### config.mk
export PLATFORM = sky130hd
export DESIGN_NAME = dadc_frame_ctrl
export DESIGN_NICKNAME = d
export VERILOG_FILES = /design/src/verilog/dadc_frame_ctrl.v
export VERILOG_INCLUDE_DIRS = /design/src /design/src/include
export SDC_FILE = /design/constraint.sdc
export NUM_CORES = 1
export LEC_CHECK = 0
export ABC_AREA = 1
export ABC_CLOCK_PERIOD_IN_PS = 3600
export BUFFER_PORTS_ARGS = -buffer_cell sky130_fd_sc_hd__buf_2
export CORE_MARGIN = 5
export CORE_UTILIZATION = 51
export DETAILED_ROUTE_END_ITERATION = 8
export GPL_TIMING_DRIVEN = 0
export PLACE_DENSITY = 0.8
export SETUP_SLACK_MARGIN = 0.5
export SLEW_MARGIN = 20
export SYNTH_ARGS = -nofsm -noshare
export SYNTH_HDL_FRONTEND = slang
export SYNTH_SLANG_ARGS = --single-unit
export TNS_END_PERCENT = 10
### constraint.sdc
create_clock -name mclk -period 3.6 [get_ports mclk]
set_clock_uncertainty 0.1 [all_clocks]
set_input_delay 0.36 -clock mclk [delete_from_list [all_inputs] [get_ports mclk]]
set_output_delay 0.36 -clock mclk [all_outputs]
set_load 0.02 [all_outputs]
### src/include/dadc_regs.vh
// constants for the dual-channel converter frame and power control block
// assumes a 100 MHz mclk that oversamples the host serial pins
//
// Function
// - config write with bit 11 clear, bit 10 set selects single-output readout
// - single-output readout keeps the channel-B output undriven
// - chip-select fall drives zero on channel A during the conversion interval
// - single-output mode launches channel-A MSB at falling edge sixteen
// - then remaining A bits, sixteen B bits MSB first, then zeros
// - single-output frame needs 48 falling edges to count as valid
// - chip-select rise ends the frame and releases every data output
// - normal operation keeps analog circuits powered, internal reference only when bit 6 set, ready every frame
// - light standby keeps internal reference when bit 6 set; DAC values kept
// - valid write setting bit 5 enters light standby at frame end
// - light standby drives ones while selected, releases outputs otherwise
// - valid 48-edge config write clearing bit 5 leaves standby at frame end
// - host waits standby wake delay; exit-frame bits 11 to 6 apply
// - deep power-down switches everything off but keeps DAC values
// - serial input high for 48 edges enters deep power-down at frame end
// - deep power-down keeps both outputs released whatever chip select does
// - serial input low for 48 edges starts power-up at frame end
// - first frame after wake is a valid write; its output is ignored
// - early chip-select rise aborts the frame; next frame samples anew
// - a write in an aborted frame is dropped; configuration stays as before
// - first four serial bits choose operation and register, twelve follow
// - default dual-output readout, where 32 falling edges validate a frame
`ifndef DADC_REGS_VH
`define DADC_REGS_VH

// register offsets
`define DADC_OFS_CONFIG        2'h0
`define DADC_OFS_REFERENCE_DAC_REGISTER        2'h2

// config field positions and reset values
`define DADC_CFG_MODE_HI       11
`define DADC_CFG_MODE_LO       10
`define DADC_CFG_REF_SEL       6
`define DADC_CFG_STANDBY       5
`define DADC_CFG_RESET         12'h000
`define DADC_DAC_RESET         9'h000

// command nibble codes
`define DADC_CMD_RD_DAC_A      4'h1
`define DADC_CMD_RD_DAC_B      4'h2
`define DADC_CMD_RD_CONFIG     4'h3
`define DADC_CMD_WR_CONFIG     4'h8
`define DADC_CMD_WR_DAC_A      4'h9
`define DADC_CMD_WR_DAC_B      4'hA
`define DADC_CMD_NONE          4'h0

// edge counts within a frame
`define DADC_EDGES_DUAL        6'h20
`define DADC_EDGES_SINGLE      6'h30
`define DADC_EDGES_CMD         6'h10
`define DADC_EDGE_MSB          6'h10
`define DADC_EDGE_LAST_DUAL    6'h1F
`define DADC_EDGE_LAST_SINGLE  6'h2F
`define DADC_EDGE_RB_FIRST     6'h01
`define DADC_EDGE_RB_LAST      6'h10
`define DADC_EDGE_MAX          6'h3F

`endif

### src/verilog/dadc_frame_ctrl.v
// frame, readout and power-mode control of a two-channel sampling converter
// assumes host pins cs_n, sclk and serial_input arrive asynchronously and
// are oversampled by mclk; sclk must stay well below mclk / 4
`timescale 1ns/1ps
`default_nettype none
`include "dadc_regs.vh"

module dadc_frame_ctrl (
	// clock and reset
	input  wire        mclk,
	input  wire        rst,
	// host serial pins
	input  wire        cs_n,
	input  wire        sclk,
	input  wire        serial_input,
	// conversion results of the current sample
	input  wire [15:0] result_a,
	input  wire [15:0] result_b,
	// channel A data output pin
	output reg         data_out_channel_a,
	output reg         data_out_channel_a_oe,
	// channel B data output pin
	output reg         data_out_channel_b,
	output reg         data_out_channel_b_oe,
	// power and analog control
	output reg         sample_start,
	output reg         analog_power_on,
	output reg         reference_power_on,
	output reg         standby_active,
	output reg         deep_power_down,
	// register contents
	output reg  [11:0] config_register,
	output reg  [8:0]  reference_dac_channel_a,
	output reg  [8:0]  reference_dac_channel_b
);

	// pin synchronisers, first stage read only by second
	reg        cs_n_meta_reg;
	reg        cs_n_sync_reg;
	reg        cs_n_prev_reg;
	reg        sclk_meta_reg;
	reg        sclk_sync_reg;
	reg        sclk_prev_reg;
	reg        sdi_meta_reg;
	reg        sdi_sync_reg;

	// frame state
	reg [5:0]  edge_cnt_reg;
	reg [15:0] cmd_reg;
	reg [15:0] sr_a_reg;
	reg [15:0] sr_b_reg;
	reg        sdi_seen_low_reg;
	reg        sdi_seen_high_reg;
	reg        rb_pending_reg;
	reg [3:0]  rb_sel_reg;
	reg        rb_frame_reg;
	reg        standby_reg;
	reg        power_down_reg;

	// next values
	reg [5:0]  edge_cnt_next;
	reg        dout_a_next;
	reg        dout_b_next;

	wire       frame_start;
	wire       frame_end;
	wire       sclk_fall;
	wire       selected;
	wire       single_mode;
	wire [5:0] min_edges;
	wire       frame_valid;
	wire       pd_request;
	wire       pd_release;
	wire [3:0] cmd_op;

	// register word returned by a readback command
	function [15:0] readback_word;
		input [3:0]  sel;
		input [11:0] cfg;
		input [8:0]  dac_a;
		input [8:0]  dac_b;
		begin
			if (sel == `DADC_CMD_RD_CONFIG) begin
				readback_word = {sel, cfg};
			end else if (sel == `DADC_CMD_RD_DAC_A) begin
				readback_word = {sel, dac_a, 3'h0};
			end else if (sel == `DADC_CMD_RD_DAC_B) begin
				readback_word = {sel, dac_b, 3'h0};
			end else begin
				readback_word = 16'h0000;
			end
		end
	endfunction

	// two flops on every pin before any logic looks at it
	always @(posedge mclk) begin
		if (rst) begin
			cs_n_meta_reg <= 1'b1;
			cs_n_sync_reg <= 1'b1;
			cs_n_prev_reg <= 1'b1;
			sclk_meta_reg <= 1'b0;
			sclk_sync_reg <= 1'b0;
			sclk_prev_reg <= 1'b0;
			sdi_meta_reg  <= 1'b0;
			sdi_sync_reg  <= 1'b0;
		end else begin
			cs_n_meta_reg <= cs_n;
			cs_n_sync_reg <= cs_n_meta_reg;
			cs_n_prev_reg <= cs_n_sync_reg;
			sclk_meta_reg <= sclk;
			sclk_sync_reg <= sclk_meta_reg;
			sclk_prev_reg <= sclk_sync_reg;
			sdi_meta_reg  <= serial_input;
			sdi_sync_reg  <= sdi_meta_reg;
		end
	end

	// edge detection on the synchronised pins
	assign frame_start = cs_n_prev_reg & ~cs_n_sync_reg;
	assign frame_end   = ~cs_n_prev_reg & cs_n_sync_reg;
	assign selected    = ~cs_n_sync_reg;
	assign sclk_fall   = selected & sclk_prev_reg & ~sclk_sync_reg;

	// readout mode and the edge count that validates a frame
	assign single_mode = ~config_register[`DADC_CFG_MODE_HI] &
	                     config_register[`DADC_CFG_MODE_LO];
	assign min_edges   = single_mode ? `DADC_EDGES_SINGLE :
	                     `DADC_EDGES_DUAL;
	assign frame_valid = (edge_cnt_reg >= min_edges);
	assign cmd_op      = cmd_reg[15:12];

	// power-down requests need 48 edges with a steady serial input
	assign pd_request  = (edge_cnt_reg >= `DADC_EDGES_SINGLE) &
	                     ~sdi_seen_low_reg;
	assign pd_release  = (edge_cnt_reg >= `DADC_EDGES_SINGLE) &
	                     ~sdi_seen_high_reg;

	// saturating falling-edge counter so long frames stay valid
	always @* begin
		edge_cnt_next = edge_cnt_reg;
		if (sclk_fall && edge_cnt_reg != `DADC_EDGE_MAX) begin
			edge_cnt_next = edge_cnt_reg + 6'h01;
		end
	end

	// output bit launched by the current falling edge
	always @* begin
		dout_a_next = 1'b0;
		dout_b_next = 1'b0;
		if (rb_frame_reg) begin
			if (edge_cnt_next >= `DADC_EDGE_RB_FIRST &&
			    edge_cnt_next <= `DADC_EDGE_RB_LAST) begin
				dout_a_next = sr_a_reg[15];
			end
		end else if (single_mode) begin
			if (edge_cnt_next >= `DADC_EDGE_MSB &&
			    edge_cnt_next <= `DADC_EDGE_LAST_SINGLE) begin
				dout_a_next = sr_a_reg[15];
			end
		end else begin
			if (edge_cnt_next >= `DADC_EDGE_MSB &&
			    edge_cnt_next <= `DADC_EDGE_LAST_DUAL) begin
				dout_a_next = sr_a_reg[15];
				dout_b_next = sr_b_reg[15];
			end
		end
	end

	// frame counter, command capture and output shifter
	always @(posedge mclk) begin
		if (rst || cs_n_sync_reg) begin
			edge_cnt_reg <= 6'h00;
		end else begin
			edge_cnt_reg <= edge_cnt_next;
		end
	end

	// shifter loads at frame start; holding the sample keeps aborted bits
	// consistent with it
	always @(posedge mclk) begin
		if (rst) begin
			sr_a_reg          <= 16'h0000;
			sr_b_reg          <= 16'h0000;
			cmd_reg           <= 16'h0000;
			rb_frame_reg      <= 1'b0;
			sdi_seen_low_reg  <= 1'b0;
			sdi_seen_high_reg <= 1'b0;
		end else if (frame_start) begin
			rb_frame_reg      <= rb_pending_reg;
			cmd_reg           <= 16'h0000;
			sdi_seen_low_reg  <= 1'b0;
			sdi_seen_high_reg <= 1'b0;
			if (rb_pending_reg) begin
				sr_a_reg <= readback_word(rb_sel_reg, config_register,
				                          reference_dac_channel_a,
				                          reference_dac_channel_b);
				sr_b_reg <= 16'h0000;
			end else begin
				sr_a_reg <= result_a;
				sr_b_reg <= result_b;
			end
		end else if (sclk_fall) begin
			if (edge_cnt_reg < `DADC_EDGES_CMD) begin
				cmd_reg <= {cmd_reg[14:0], sdi_sync_reg};
			end
			if (edge_cnt_reg < `DADC_EDGES_SINGLE) begin
				if (sdi_sync_reg) begin
					sdi_seen_high_reg <= 1'b1;
				end else begin
					sdi_seen_low_reg <= 1'b1;
				end
			end
			if (rb_frame_reg) begin
				if (edge_cnt_next >= `DADC_EDGE_RB_FIRST &&
				    edge_cnt_next <= `DADC_EDGE_RB_LAST) begin
					sr_a_reg <= {sr_a_reg[14:0], 1'b0};
				end
			end else if (single_mode) begin
				if (edge_cnt_next >= `DADC_EDGE_MSB &&
				    edge_cnt_next <= `DADC_EDGE_LAST_SINGLE) begin
					// channel B follows channel A on one line
					sr_a_reg <= {sr_a_reg[14:0], sr_b_reg[15]};
					sr_b_reg <= {sr_b_reg[14:0], 1'b0};
				end
			end else if (edge_cnt_next >= `DADC_EDGE_MSB &&
			             edge_cnt_next <= `DADC_EDGE_LAST_DUAL) begin
				sr_a_reg <= {sr_a_reg[14:0], 1'b0};
				sr_b_reg <= {sr_b_reg[14:0], 1'b0};
			end
		end
	end

	// registers, readback request and power modes, all updated at frame end
	always @(posedge mclk) begin
		if (rst) begin
			config_register         <= `DADC_CFG_RESET;
			reference_dac_channel_a <= `DADC_DAC_RESET;
			reference_dac_channel_b <= `DADC_DAC_RESET;
			rb_pending_reg          <= 1'b0;
			rb_sel_reg              <= `DADC_CMD_NONE;
			standby_reg             <= 1'b0;
			power_down_reg          <= 1'b0;
		end else if (frame_end) begin
			rb_pending_reg <= 1'b0;
			if (power_down_reg) begin
				// only a steady-low frame wakes it; writes are ignored
				if (pd_release) begin
					power_down_reg <= 1'b0;
				end
			end else if (pd_request) begin
				power_down_reg <= 1'b1;
			end else if (frame_valid) begin
				// first frame after a wake is an ordinary valid write
				case (cmd_op)
				`DADC_CMD_WR_CONFIG: begin
					// exit frame fields take effect with the exit
					config_register <= cmd_reg[11:0];
					standby_reg     <= cmd_reg[`DADC_CFG_STANDBY];
				end
				`DADC_CMD_WR_DAC_A: begin
					reference_dac_channel_a <= cmd_reg[11:3];
				end
				`DADC_CMD_WR_DAC_B: begin
					reference_dac_channel_b <= cmd_reg[11:3];
				end
				`DADC_CMD_RD_CONFIG, `DADC_CMD_RD_DAC_A,
				`DADC_CMD_RD_DAC_B: begin
					rb_pending_reg <= 1'b1;
					rb_sel_reg     <= cmd_op;
				end
				default: begin
					rb_pending_reg <= 1'b0;
				end
				endcase
			end
			// aborted frame falls through with no register change
		end
	end

	// output pins; each comes straight from a flop
	always @(posedge mclk) begin
		if (rst || frame_end || cs_n_sync_reg) begin
			data_out_channel_a    <= 1'b0;
			data_out_channel_a_oe <= 1'b0;
			data_out_channel_b    <= 1'b0;
			data_out_channel_b_oe <= 1'b0;
		end else if (power_down_reg) begin
			data_out_channel_a_oe <= 1'b0;
			data_out_channel_b_oe <= 1'b0;
		end else if (standby_reg) begin
			data_out_channel_a    <= 1'b1;
			data_out_channel_a_oe <= 1'b1;
			data_out_channel_b    <= 1'b1;
			data_out_channel_b_oe <= 1'b1;
		end else if (frame_start) begin
			data_out_channel_a    <= 1'b0;
			data_out_channel_a_oe <= 1'b1;
			data_out_channel_b    <= 1'b0;
			data_out_channel_b_oe <= ~single_mode;
		end else if (sclk_fall) begin
			data_out_channel_a    <= dout_a_next;
			data_out_channel_b    <= dout_b_next & ~single_mode;
			data_out_channel_b_oe <= ~single_mode;
		end
	end

	// conversion start pulse and analog power controls
	always @(posedge mclk) begin
		if (rst) begin
			sample_start       <= 1'b0;
			analog_power_on    <= 1'b1;
			reference_power_on <= 1'b0;
			standby_active     <= 1'b0;
			deep_power_down    <= 1'b0;
		end else begin
			// every frame start outside standby and deep power-down begins a fresh sample, aborted or not
			sample_start       <= frame_start & ~standby_reg &
			                      ~power_down_reg;
			analog_power_on    <= ~standby_reg & ~power_down_reg;
			reference_power_on <= config_register[`DADC_CFG_REF_SEL] &
			                      ~power_down_reg;
			standby_active     <= standby_reg & ~power_down_reg;
			deep_power_down    <= power_down_reg;
		end
	end

endmodule

`default_nettype wire

== Word-level counts from Yosys, hierarchy flattened ==
Cells that the tools add are included.

* Eq/ne operators: 14
* Mux-type cells: 46
* Reduce and logical (&&, ||, !) cells: 25
* Add/subtract/negate cells: 1
* Bitwise operators: 24
* $lt $le $gt $ge: 9

{| class="wikitable"
|+ Operators with widths
! cell !! count
|-
| 16-bit 2-to-1 mux || 18
|-
| 1-bit 2-to-1 mux || 26
|-
| 5-bit AND reduction || 4
|-
| 4-bit by 2-bit == test with 1-bit output, second input constant || 4
|-
| 1-bit AND || 13
|-
| 4-bit == test, second input constant || 3
|-
| 6-bit by 5-bit <= comparator with 1-bit output, second input constant || 2
|-
| 1-bit NOT || 11
|-
| 4-bit by 1-bit == test with 1-bit output, second input constant || 2
|-
| 4-bit AND reduction || 2
|-
| 6-bit by 1-bit adder with 6-bit output, second input constant || 1
|-
| 6-bit by 1-bit >= comparator with 1-bit output, second input constant || 1
|-
| 6-bit by 5-bit >= comparator with 1-bit output, second input constant || 1
|-
| 6-bit >= comparator || 1
|-
| 6-bit >= comparator, second input constant || 1
|-
| 6-bit <= comparator, second input constant || 1
|-
| 6-bit by 5-bit less-than comparator with 1-bit output, second input constant || 1
|-
| 6-bit less-than comparator, second input constant || 1
|-
| 6-bit 2-to-1 mux || 1
|-
| 6-bit != test, second input constant || 1
|-
| 3-bit AND reduction || 2
|-
| 3-bit nonzero test || 2
|-
| 5-bit 2-to-1 mux || 1
|-
| 1-bit logical AND || 4
|-
| 10 further kinds || 15
|}

* Logic and storage cells: 150
* Input port bits: 37
* Flip-flop bits (word level): 111

== Logic depth before layout (Yosys ltp) ==
Gate-level depths: netlist of run 1.

* Depth in word-level cells: 14
* Mapped depth: 18
* Gate-level depth less buffers: 17

== Least setup slack after synthesis of run 1 ==
OpenSTA, ideal clock, no wires.

* Path kind: flip-flop to flip-flop
* Start: register edge_cnt_reg[0]
* End: register sr_b_reg[6]
* Setup time: 0.078 ns
* Slack: 0.927 ns
* Stages on the path, launching flop included: 17
* Period minus slack after synthesis: 2.673 ns
* Arrival: 2.495 ns
* Cell sequence: dfxtp_1 ha_1 inv_1 nor2_2 nand2_2 nand2_2 nand2_1 a21boi_0 ha_1 inv_1 nor2_1 nor2_1 a31oi_1 inv_2 clkbuf_1 nor2_1 nor3_1

* Word-level cells in the longest chain between the ends: 7

{| class="wikitable"
|+ Ends and longest elaborated chain
! element !! line !! source
|-
| start, declared || dadc_frame_ctrl.v:48 || <nowiki>reg [5:0] edge_cnt_reg;</nowiki>
|-
| start signal, assigned || dadc_frame_ctrl.v:174 || <nowiki>edge_cnt_reg <= edge_cnt_next;</nowiki>
|-
| branches (longest 2 deep; another with 6-bit by 1-bit adder with 6-bit output) || - ||
|-
| 6-bit 2-to-1 mux * || dadc_frame_ctrl.v:141 || <nowiki>if (sclk_fall && edge_cnt_reg != `DADC_EDGE_MAX) begin</nowiki>
|-
| 6-bit by 5-bit >= comparator with 1-bit output (no source line), or another cell as far along || - ||
|-
| 1-bit logical AND (no source line) || - ||
|-
| 3-bit by 2-bit != test with 1-bit output (no source line) / 3-bit nonzero test (equally long branches) || - ||
|-
| 4-bit AND reduction (no source line) * || - ||
|-
| end signal, assigned || dadc_frame_ctrl.v:200 || <nowiki>sr_b_reg <= result_b;</nowiki>
|-
| end signal, assigned || dadc_frame_ctrl.v:223 || <nowiki>sr_b_reg <= {sr_b_reg[14:0], 1'b0};</nowiki>
|-
| end signal, assigned || dadc_frame_ctrl.v:228 || <nowiki>sr_b_reg <= {sr_b_reg[14:0], 1'b0};</nowiki>
|-
| end, declared || dadc_frame_ctrl.v:51 || <nowiki>reg [15:0] sr_b_reg;</nowiki>
|}

Every way passes the cells marked *.
A chain may end at the register's enable or synchronous reset.

== Worst setup path in the final report of run 1 ==
* Start: register edge_cnt_reg[1]
* End: register sr_a_reg[15]

* Word-level cells in the longest chain between the ends: 7

{| class="wikitable"
|+ Ends and longest elaborated chain
! element !! line !! source
|-
| branches (longest 2 deep; another with 6-bit by 1-bit adder with 6-bit output) || - ||
|-
| 6-bit 2-to-1 mux * || dadc_frame_ctrl.v:141 ||
|-
| 6-bit by 5-bit >= comparator with 1-bit output (no source line), or another cell as far along || - ||
|-
| 1-bit logical AND (no source line) || - ||
|-
| 4-bit by 3-bit != test with 1-bit output (no source line), or another cell as far along || - ||
|-
| 4-bit AND reduction (no source line) * || - ||
|-
| end signal, assigned || dadc_frame_ctrl.v:194 || <nowiki>sr_a_reg <= readback_word(rb_sel_reg, config_register,</nowiki>
|-
| end signal, assigned || dadc_frame_ctrl.v:199 || <nowiki>sr_a_reg <= result_a;</nowiki>
|-
| end signal, assigned || dadc_frame_ctrl.v:216 || <nowiki>sr_a_reg <= {sr_a_reg[14:0], 1'b0};</nowiki>
|-
| end, declared || dadc_frame_ctrl.v:50 || <nowiki>reg [15:0] sr_a_reg;</nowiki>
|}

Marks and branches as above.

==> results of run 1 <==
-- layout by cell type, fill, tap and decap left out, types with 2 or more instances in the layout --
cell type,synthesis,final
nand3_1,25,25
bufinv_16,0,3
a221oi_1,15,15
a22oi_1,4,4
nor3_1,21,21
nor2_1,103,99
a22o_1,11,11
inv_2,3,3
buf_2,2,76
buf_4,2,2
or2_2,3,3
a31oi_1,15,14
nor4_1,4,4
clkinvlp_4,0,2
clkinv_1,3,3
inv_1,57,57
a21oi_1,47,47
o21ai_0,48,48
ha_1,6,6
nand4_1,18,18
o221ai_1,9,9
nand2_1,58,58
buf_6,2,2
clkbuf_8,0,9
nand2_2,7,7
dfxtp_1,110,109
xor2_1,2,2
nor2_2,4,8
clkbuf_1,26,26
-- worst register-to-register path: stages (launching register included) --
cell,delay [ns]
dfxtp_1,0.41
ha_1,0.21
inv_1,0.07
nor2_2,0.14
nand2_2,0.08
nand2_2,0.10
nand2_1,0.07
a21boi_2,0.19
ha_1,0.31
inv_1,0.07
nor2_2,0.05
o21ai_2,0.30
clkbuf_1,0.37
nand4_1,0.15
nand2_1,0.10
nor2_1,0.05
-- path summary, 6_finish.rpt --
path                              startpoint                        end  slack (ns)  cells past startpoint
setup / recovery  edge_cnt_reg[1]$_SDFF_PP0_  sr_a_reg[15]$_SDFFE_PP0P_        0.74                     15
hold / removal                          cs_n   cs_n_meta_reg$_SDFF_PP1_        0.08                      2
setup reg to reg  edge_cnt_reg[1]$_SDFF_PP0_  sr_a_reg[15]$_SDFFE_PP0P_        0.74                     15
hold reg to reg     sclk_meta_reg$_SDFF_PP0_   sclk_sync_reg$_SDFF_PP0_        0.31                      2
-- layer usage --
layer,wire length [um],GRT usage (%),vias to the layer above
li1,-,-,2274
met1,5490,26.9,2114
met2,5750,37.6,129
met3,582,2.91,22
met4,300,9.16,0
met5,0,0,-
-- cell type report --
class                           count  area, sq um
Tap cell                          111          139
Inverter                           63          236
Clock buffer                       10          128
Sequential cell                   110         2200
Multi-Input combinational cell    409         2160
Buffer                             33          150
Timing Repair Buffer               74          370
Fill cell                         807         3610
Clock inverter                      6          110
-- stage by stage --
step                      instance area [sq um]  worst slack, ns
after CTS                                  5470            0.549
after detailed placement                   5220            0.405
final                                      5500            0.740
after floorplan                            4710            0.927
after global routing                       5500            0.498
after global placement                     5220            0.547
-- power by group through the flow --
stage,Combinational (uW),Sequential [uW],Clock [uW]
after global placement,144,1280,0
after floorplan,101,1280,0
final,152,1250,870
after global routing,170,1260,928
after CTS,150,1250,876
after detailed placement,148,1280,0
-- repair_timing --
| action | 4_1_cts | 5_1_grt |
|---|---|---|
| hold endpoints to repair | 0 | 0 |
| cloned | 0 | 0 |
| endpoints found under the setup margin | 20 | 21 |
| resized for setup | 2 | 10 |
-- cells in the mapped netlist (all sizes together), types with 7 or more instances --
| master | number |
|---|---|
| a21oi | 47 |
| nand2 | 66 |
| dfxtp | 110 |
| nand3 | 26 |
| buf | 7 |
| nor2 | 107 |
| o21ai | 50 |
| a22o | 11 |
| nor3 | 21 |
| clkbuf | 26 |
| inv | 60 |
| o221ai | 9 |
| nand4 | 18 |
| a31oi | 15 |
| a221oi | 15 |
-- cell families after synthesis --
family	Yosys count	synth area share, %
XOR/XNOR	2	0.372
AO/OA/AOI/OAI	154	19.9
flip-flops	110	46.7
AND/OR/NAND/NOR	247	23.2
adder cells (fa/ha/maj)	6	1.59
buffers and inverters	96	8.17
==> metrics.md, run 1 <==
| Metric | Value |
|---|---|
| Status | finished, final reports clean |
| Actual slew at the worst max-slew pin | 0.768 ns |
| Sequential area share after synthesis | around 47% |
| Vias in the first global route | 4366 |
| Layout cells sized above 1 | 17.4% |
| CTS tree | built |
| First-pass GRT wire length | approximately 20000 um |
| Vias | 4539 |
| Starting DRT DRC Count | 267 |
| Internal Power | ~1800 uW |
| Final Core Density | between 60% and 70% |
| WL final | 12100 um |
| Top cells by area, synth | dfxtp_1 (47%), nor2_1 (8.2%), o21ai_0 (5.1%) |
| Worst-Skew Late Latency | 0.37 ns |
| Top Ports | 76 |
| Crit path buf inv count | 3 |
| Hold WS | 0.0773 ns |
| Final-report hold violation count | 0 |
| FP Rows | 35 |
| Clock root cell | clkbuf_8 |
| Synth Flop Type | dfxtp_1 |
| Total GRT Usage | 21.7% |
| Share of flip-flops with an asynchronous set or reset | 0% |
| Final net count | 743 |
| CTS Buffer Depth | 2 |
| WP data required | 3.77 ns |
| Sequential share of power | 55.1% |
| Design Power | 2280 uW |
| Mapped Nets | 658 |
| Grt ovf | 0 |
| CP Class | flip-flop to flip-flop |
| Clk slew on worst S/H paths | 0.10 ns |
| Clk sinks | 110 |
| Slew Limit Fails | 0 |
| Combinational power share | approximately 6.7% |
| # setup viols final | 0 |
| Critical Path AT | 3.03 ns |
| Avg Vias per Cell | approximately 5.6 |
| CTS Buf Count | 9 |
| Worst ir drop on vdd | between 0.15 and 0.2 mV |
| DP Cell Count | 800 |
| Max-cap violations | 0 |
| Max stage delay on crit path | 0.41 ns |
| Max Freq | approximately 0.35 GHz |
| Antenna diodes | 0 |
| # DRC | 0 |
| H-Tree Depth | 3 |
| Number of flops mapped to enable cells by yosys | 0 |
| Family with the most delay on the worst path | simple AND/OR/NAND/NOR gates |
| Crit-path slowest cell | dfxtp_1 |
| CTS Hold Bufs | 0 |
| Period utilization | 79.4% |
| Synth area leader | dfxtp_1 |
| Pwr dens | 414 nW/um^2 |
| Initial antenna violation count | 0 |
| Die height | 106 um |
| Yosys top cell area share | around 47% |
| Net Sw Power | 514 uW |
| Leak | 0.00229 uW |
| Layout Cells excl Fill | 816 |
| Pin count of the biggest net entering global routing | 18 |
| Starting Density | 51.8% |
| Worst path cell trace | ha_1 -> inv_1 -> nor2_2 -> nand2_2 -> nand2_2 -> nand2_1 -> a21boi_2 -> ha_1 -> inv_1 -> nor2_2 -> o21ai_2 -> clkbuf_1 -> nand4_1 -> nand2_1 -> nor2_1 |
| CP startpoint kind | flip-flop |
| Clock power share | 38.2% |
| Rel. slew slack | 48.4% |
| Synth cell types | 35 |
| Flops & latches, synth | between 100 and 150 |
| Post-Syn Area per Cell | 7.67 sq um |
| Layout area overhead | 16.6% |
| Synth warn | 0 |
| Setup TNS | 0 ns |
| Die X | roughly 110 um |
| Hold Crit Class | input port to flip-flop |
| Wire per inst | 14.8 um |
| Placer congestion estimate | 0.870 |
| Sw frac | between 20% and 30% |
| Critical path fanouts, max | 10 |
| Post-DP HPWL | 9190 um |
| Postcts setup bufs | 0 |
| RSZ-0062 raised after global routing | true |
| Core Area | approximately 9100 sq um |
| Area of the die | 11300 sq um |
| Post-Syn Instances | 615 |
| Mapped cell area | 4710 sq um |
| Antenna viol nets, final | 0 |
| Crit path time final | 2.86 ns |
| IO buf count | 74 |
| Drt pass-1 iters | 5 |
| Setup crit end kind | flip-flop |
Note: power is estimated with default switching activity, not from simulation.
==> run 2: changes to the inputs <==
Settings changed: ABC_AREA 1 to 0, ABC_CLOCK_PERIOD_IN_PS 3600 to 2360, PLACE_DENSITY 0.8 to 0.83.
Clock period 3.6 ns to 2.36 ns, I/O delays scaled along.
==> metrics.md, run 2 <==
| Metric | Value |
|---|---|
| Initial antenna violation count | 0 (unchanged) |
| CP Class | flip-flop to flip-flop (unchanged) |
| Top Ports | 76 (unchanged) |
| Hold WS | 0.0846 ns (was 0.0773 ns) |
| Leak | 0.00272 uW (was 0.00229 uW) |
| Worst path cell trace | or3b_4 -> buf_6 -> o31a_1 -> or2_4 -> ha_4 -> nor3b_2 -> a21oi_2 -> o31ai_4 -> buf_6 -> a41o_4 -> clkbuf_16 -> o21ai_2 -> o21ai_1 (was ha_1 -> inv_1 -> nor2_2 -> nand2_2 -> nand2_2 -> nand2_1 -> a21boi_2 -> ha_1 -> inv_1 -> nor2_2 -> o21ai_2 -> clkbuf_1 -> nand4_1 -> nand2_1 -> nor2_1) |
| Sw frac | 24.6% (was 22.6%) |
| RSZ-0062 raised after global routing | true (unchanged) |
| Core Area | 9280 sq um (was 9110 sq um) |
| Worst R2R Path Depth | 13 (was 15) |
| Wire per inst | 17.8 um (was 14.8 um) |
| Critical Path End | sr_a_reg[7]$_SDFFE_PP0P_ (was sr_a_reg[15]$_SDFFE_PP0P_) |
| Post-Syn Area per Cell | 8.51 sq um (was 7.67 sq um) |
| CTS Buf Count | 9 (unchanged) |
| Status | finished, violations left (was finished, final reports clean) |
| Sequential share of power | 57.8% (was 55.1%) |
| Starting DRT DRC Count | 381 (was 267) |
| Reg2reg setup slack | -0.65 ns (was 0.74 ns) |
| Period utilization | 127% (was 79.4%) |
| M3 GR Usage | 3.22% (was 2.91%) |
| Pwr dens | 531 nW/um^2 (was 414 nW/um^2) |
| Die height | 108 um (was 106 um) |
| Post-DP HPWL | 9650 um (was 9190 um) |
| Antenna viol nets, final | 0 (unchanged) |
| Area of the die | 11700 sq um (was 11300 sq um) |
| Actual slew at the worst max-slew pin | 0.634 ns (was 0.768 ns) |
| WL final | 14600 um (was 12100 um) |
| Yosys top cell area share | 45.0% (was 46.7%) |
| Net Sw Power | 806 uW (was 514 uW) |
| Combinational power share | 7.0% (was 6.7%) |
| Setup TNS | -26.44 ns (was 0 ns) |
| Synth area leader | dfxtp_1 (unchanged) |
| Grt ovf | 0 (unchanged) |
| Max-cap violations | 0 (unchanged) |
| Crit path time final | 3.01 ns (was 2.86 ns) |
| Sequential area share after synthesis | 45.0% (was 46.7%) |
| Clk sinks | 110 (unchanged) |
| Final worst slack | -0.649 ns (was 0.740 ns) |
| GR Layer Usage met2 | 41.5% (was 37.6%) |
| Synth warn | 0 (unchanged) |
| Share of flip-flops with an asynchronous set or reset | 0% (unchanged) |
| Total GRT Usage | 23.9% (was 21.7%) |
| Avg Vias per Cell | 5.87 (was 5.56) |
| Clock power share | 35.2% (was 38.2%) |
| Max Freq | 0.332 GHz (was 0.350 GHz) |
| Clk slew on worst S/H paths | 0.11 ns (was 0.10 ns) |
| First-pass GRT wire length | 22400 um (was 20100 um) |
| H-Tree Depth | 3 (unchanged) |
| Rel. slew slack | 57.7% (was 48.4%) |
| Crit-path slowest cell | or3b_4 (was dfxtp_1) |
| Final net count | 729 (was 743) |
| Die X | 108 um (was 106 um) |
| Vias | 4815 (was 4539) |
| Pin count of the biggest net entering global routing | 19 (was 18) |
| Max stage delay on crit path | 0.39 ns (was 0.41 ns) |
| Mapped Nets | 618 (was 658) |
| Post-Syn Instances | 575 (was 615) |
| Family with the most delay on the worst path | compound AO/OA/AOI/OAI gates (was simple AND/OR/NAND/NOR gates) |
| WP data required | 2.53 ns (was 3.77 ns) |
| Failing checks | negative setup slack |
| Top cells by area, synth | dfxtp_1 (45%), mux2i_1 (6.8%), nor2_1 (5.9%) (was dfxtp_1 (47%), nor2_1 (8.2%), o21ai_0 (5.1%)) |
| Levels on crit path | 13 (was 15) |
| Slew Limit Fails | 0 (unchanged) |
| Setup crit end kind | flip-flop (unchanged) |
| CTS Buffer Depth | 2 (unchanged) |
| FF+latch area | 2210 sq um (was 2200 sq um) |
| CTS tree | built (unchanged) |
| Vias in the first global route | 4561 (was 4366) |
| Placer congestion estimate | 0.915 (was 0.870) |
| Internal Power | 2470 uW (was 1760 uW) |
| Most frequent cells after synthesis | dfxtp_1 (110), nor2_1 (77), nand2_1 (58) (was dfxtp_1 (110), nor2_1 (103), nand2_1 (58)) |
| # setup viols final | 61 (was 0) |
| Critical path origin | sclk_sync_reg$_SDFF_PP0_ (was edge_cnt_reg[1]$_SDFF_PP0_) |
| Layout area overhead | 26.3% (was 16.6%) |
| Critical path fanouts, max | 8 (was 10) |
| Synth Flop Type | dfxtp_1 (unchanged) |
| # fillers | 768 (was 807) |
| Most frequent cells in the layout | dfxtp_1 (105), buf_2 (78), nor2_1 (76) (was dfxtp_1 (109), nor2_1 (99), buf_2 (76)) |
| Starting Density | 52.7% (was 51.8%) |
| Multi-input combinational cell area | 2680 sq um (was 2160 sq um) |
| Worst reg2reg path startpoint | sclk_sync_reg$_SDFF_PP0_ (was edge_cnt_reg[1]$_SDFF_PP0_) |
| Number of flops mapped to enable cells by yosys | 0 (unchanged) |
| GRT busiest layer | met2 (unchanged) |
| Critical Path AT | 3.18 ns (was 3.03 ns) |
| Hold Crit Class | input port to flip-flop (unchanged) |
| Antenna diodes | 0 (unchanged) |
| Worst ir drop on vdd | 0.379 mV (was 0.173 mV) |
| Most common cell in the netlist | dfxtp_1 (unchanged) |
| Crit path buf inv count | 3 (unchanged) |
| Commonest non-fill, non-tap cell in the layout | dfxtp_1 (unchanged) |
| Worst-Skew Late Latency | 0.37 ns (about the same) |
| CP startpoint kind | flip-flop (unchanged) |
| Crit path top cell by count | buf_6 |
| Mapped cell area | 4890 sq um (was 4710 sq um) |
| Drt pass-1 iters | 5 (unchanged) |
| Flops & latches, synth | 110 (unchanged) |
| Clock root cell | clkbuf_8 (unchanged) |
| FP Rows | 35 (unchanged) |
| GR Util met1 | 30.4% (was 26.9%) |
| # DRC | 0 (unchanged) |
| Synth cell types | 52 (was 35) |
| Layout cells sized above 1 | 29.4% (was 17.4%) |
| FF-to-FF End | sr_a_reg[7]$_SDFFE_PP0P_ (was sr_a_reg[15]$_SDFFE_PP0P_) |
| IO buf count | 75 (was 74) |
| Final-report hold violation count | 0 (unchanged) |
[run 2: through the flow]
step / worst slack (ns) / total power, uW / std cells / instance area [sq um] / util (%)
5_1_grt: -0.730 / 3380 / 820 / 6180 / 66.5
6_report: -0.649 / 3280 / 820 / 6180 / 66.5
3_3_place_gp: -0.704 / 2120 / 779 / 5540 / 59.7
2_1_floorplan: -0.357 / 2050 / 575 / 5000 / -
3_5_place_dp: -0.750 / 2120 / 779 / 5540 / 59.7
4_1_cts: -0.568 / 3260 / 814 / 5960 / 64.2
[run 2: power groups by stage]
stage               Clock, uW  Sequential (uW)  Combinational, uW
finish                   1160             1900                228
global route             1240             1900                245
CTS                      1160             1900                201
detailed placement          0             1940                187
global placement            0             1940                184
floorplan                   0             1930                118
[run 2: final cells by class]
class	instances	share of cell area, %
clock inverters	6	1.11
flip-flops and latches	110	35.8
repair buffers	100	9.88
inverters	14	0.851
plain buffers	47	4.33
well taps	129	2.61
clock buffers	10	2.07
multi-input cells	404	43.4
[run 2: worst min path at each step]
stage / startpoint / end / slack [ns] / cells past startpoint
3_3_place_gp: cs_n_meta_reg$_SDFF_PP1_ / cs_n_sync_reg$_SDFF_PP1_ / 0.30 / 1
3_5_place_dp: cs_n_meta_reg$_SDFF_PP1_ / cs_n_sync_reg$_SDFF_PP1_ / 0.31 / 1
2_1_floorplan: cs_n / cs_n_meta_reg$_SDFF_PP1_ / 0.24 / 1
6_report: result_b[0] / sr_b_reg[0]$_SDFFE_PP0P_ / 0.08 / 3
4_1_cts: result_b[0] / sr_b_reg[0]$_SDFFE_PP0P_ / 0.06 / 3
5_1_grt: result_b[0] / sr_b_reg[0]$_SDFFE_PP0P_ / 0.10 / 3
[run 2: worst reg2reg max path, stage by stage, from the launching register on]
cell       delay (ns)
dfxtp_4          0.37
or3b_4           0.39
buf_6            0.13
o31a_1           0.25
or2_4            0.28
ha_4             0.27
nor3b_2          0.04
a21oi_2          0.19
o31ai_4          0.09
buf_6            0.14
a41o_4           0.29
clkbuf_16        0.18
o21ai_2          0.12
o21ai_1          0.08
[run 2: kinds of logic (layout without fill, tap and decap cells)]
logic type,after synthesis,in the layout,share of synthesized area [%]
adders and majority gates,6,6,1.53
muxes,42,42,8.82
buffers and inverters,61,177,5.29
AOI/OAI and AO/OA,133,133,17.8
DFF,110,110,45.0
xor gates and xnor gates,3,3,0.537
and+or+nand+nor,220,220,21.0
[run 2: metal layers]
layer,vias up,routed length [um]
met1,2292,6080
met5,-,0
met4,0,356
li1,2241,-
met2,247,7130
met3,35,1060
[run 2: repair_timing]
action,4_1_cts,5_1_grt
setup endpoints to repair,85,90
hold buffers,3,0
gates resized for setup,19,54
hold endpoints to repair,3,0
buffers inserted,15,4
pin swaps,7,24
cloned,1,2
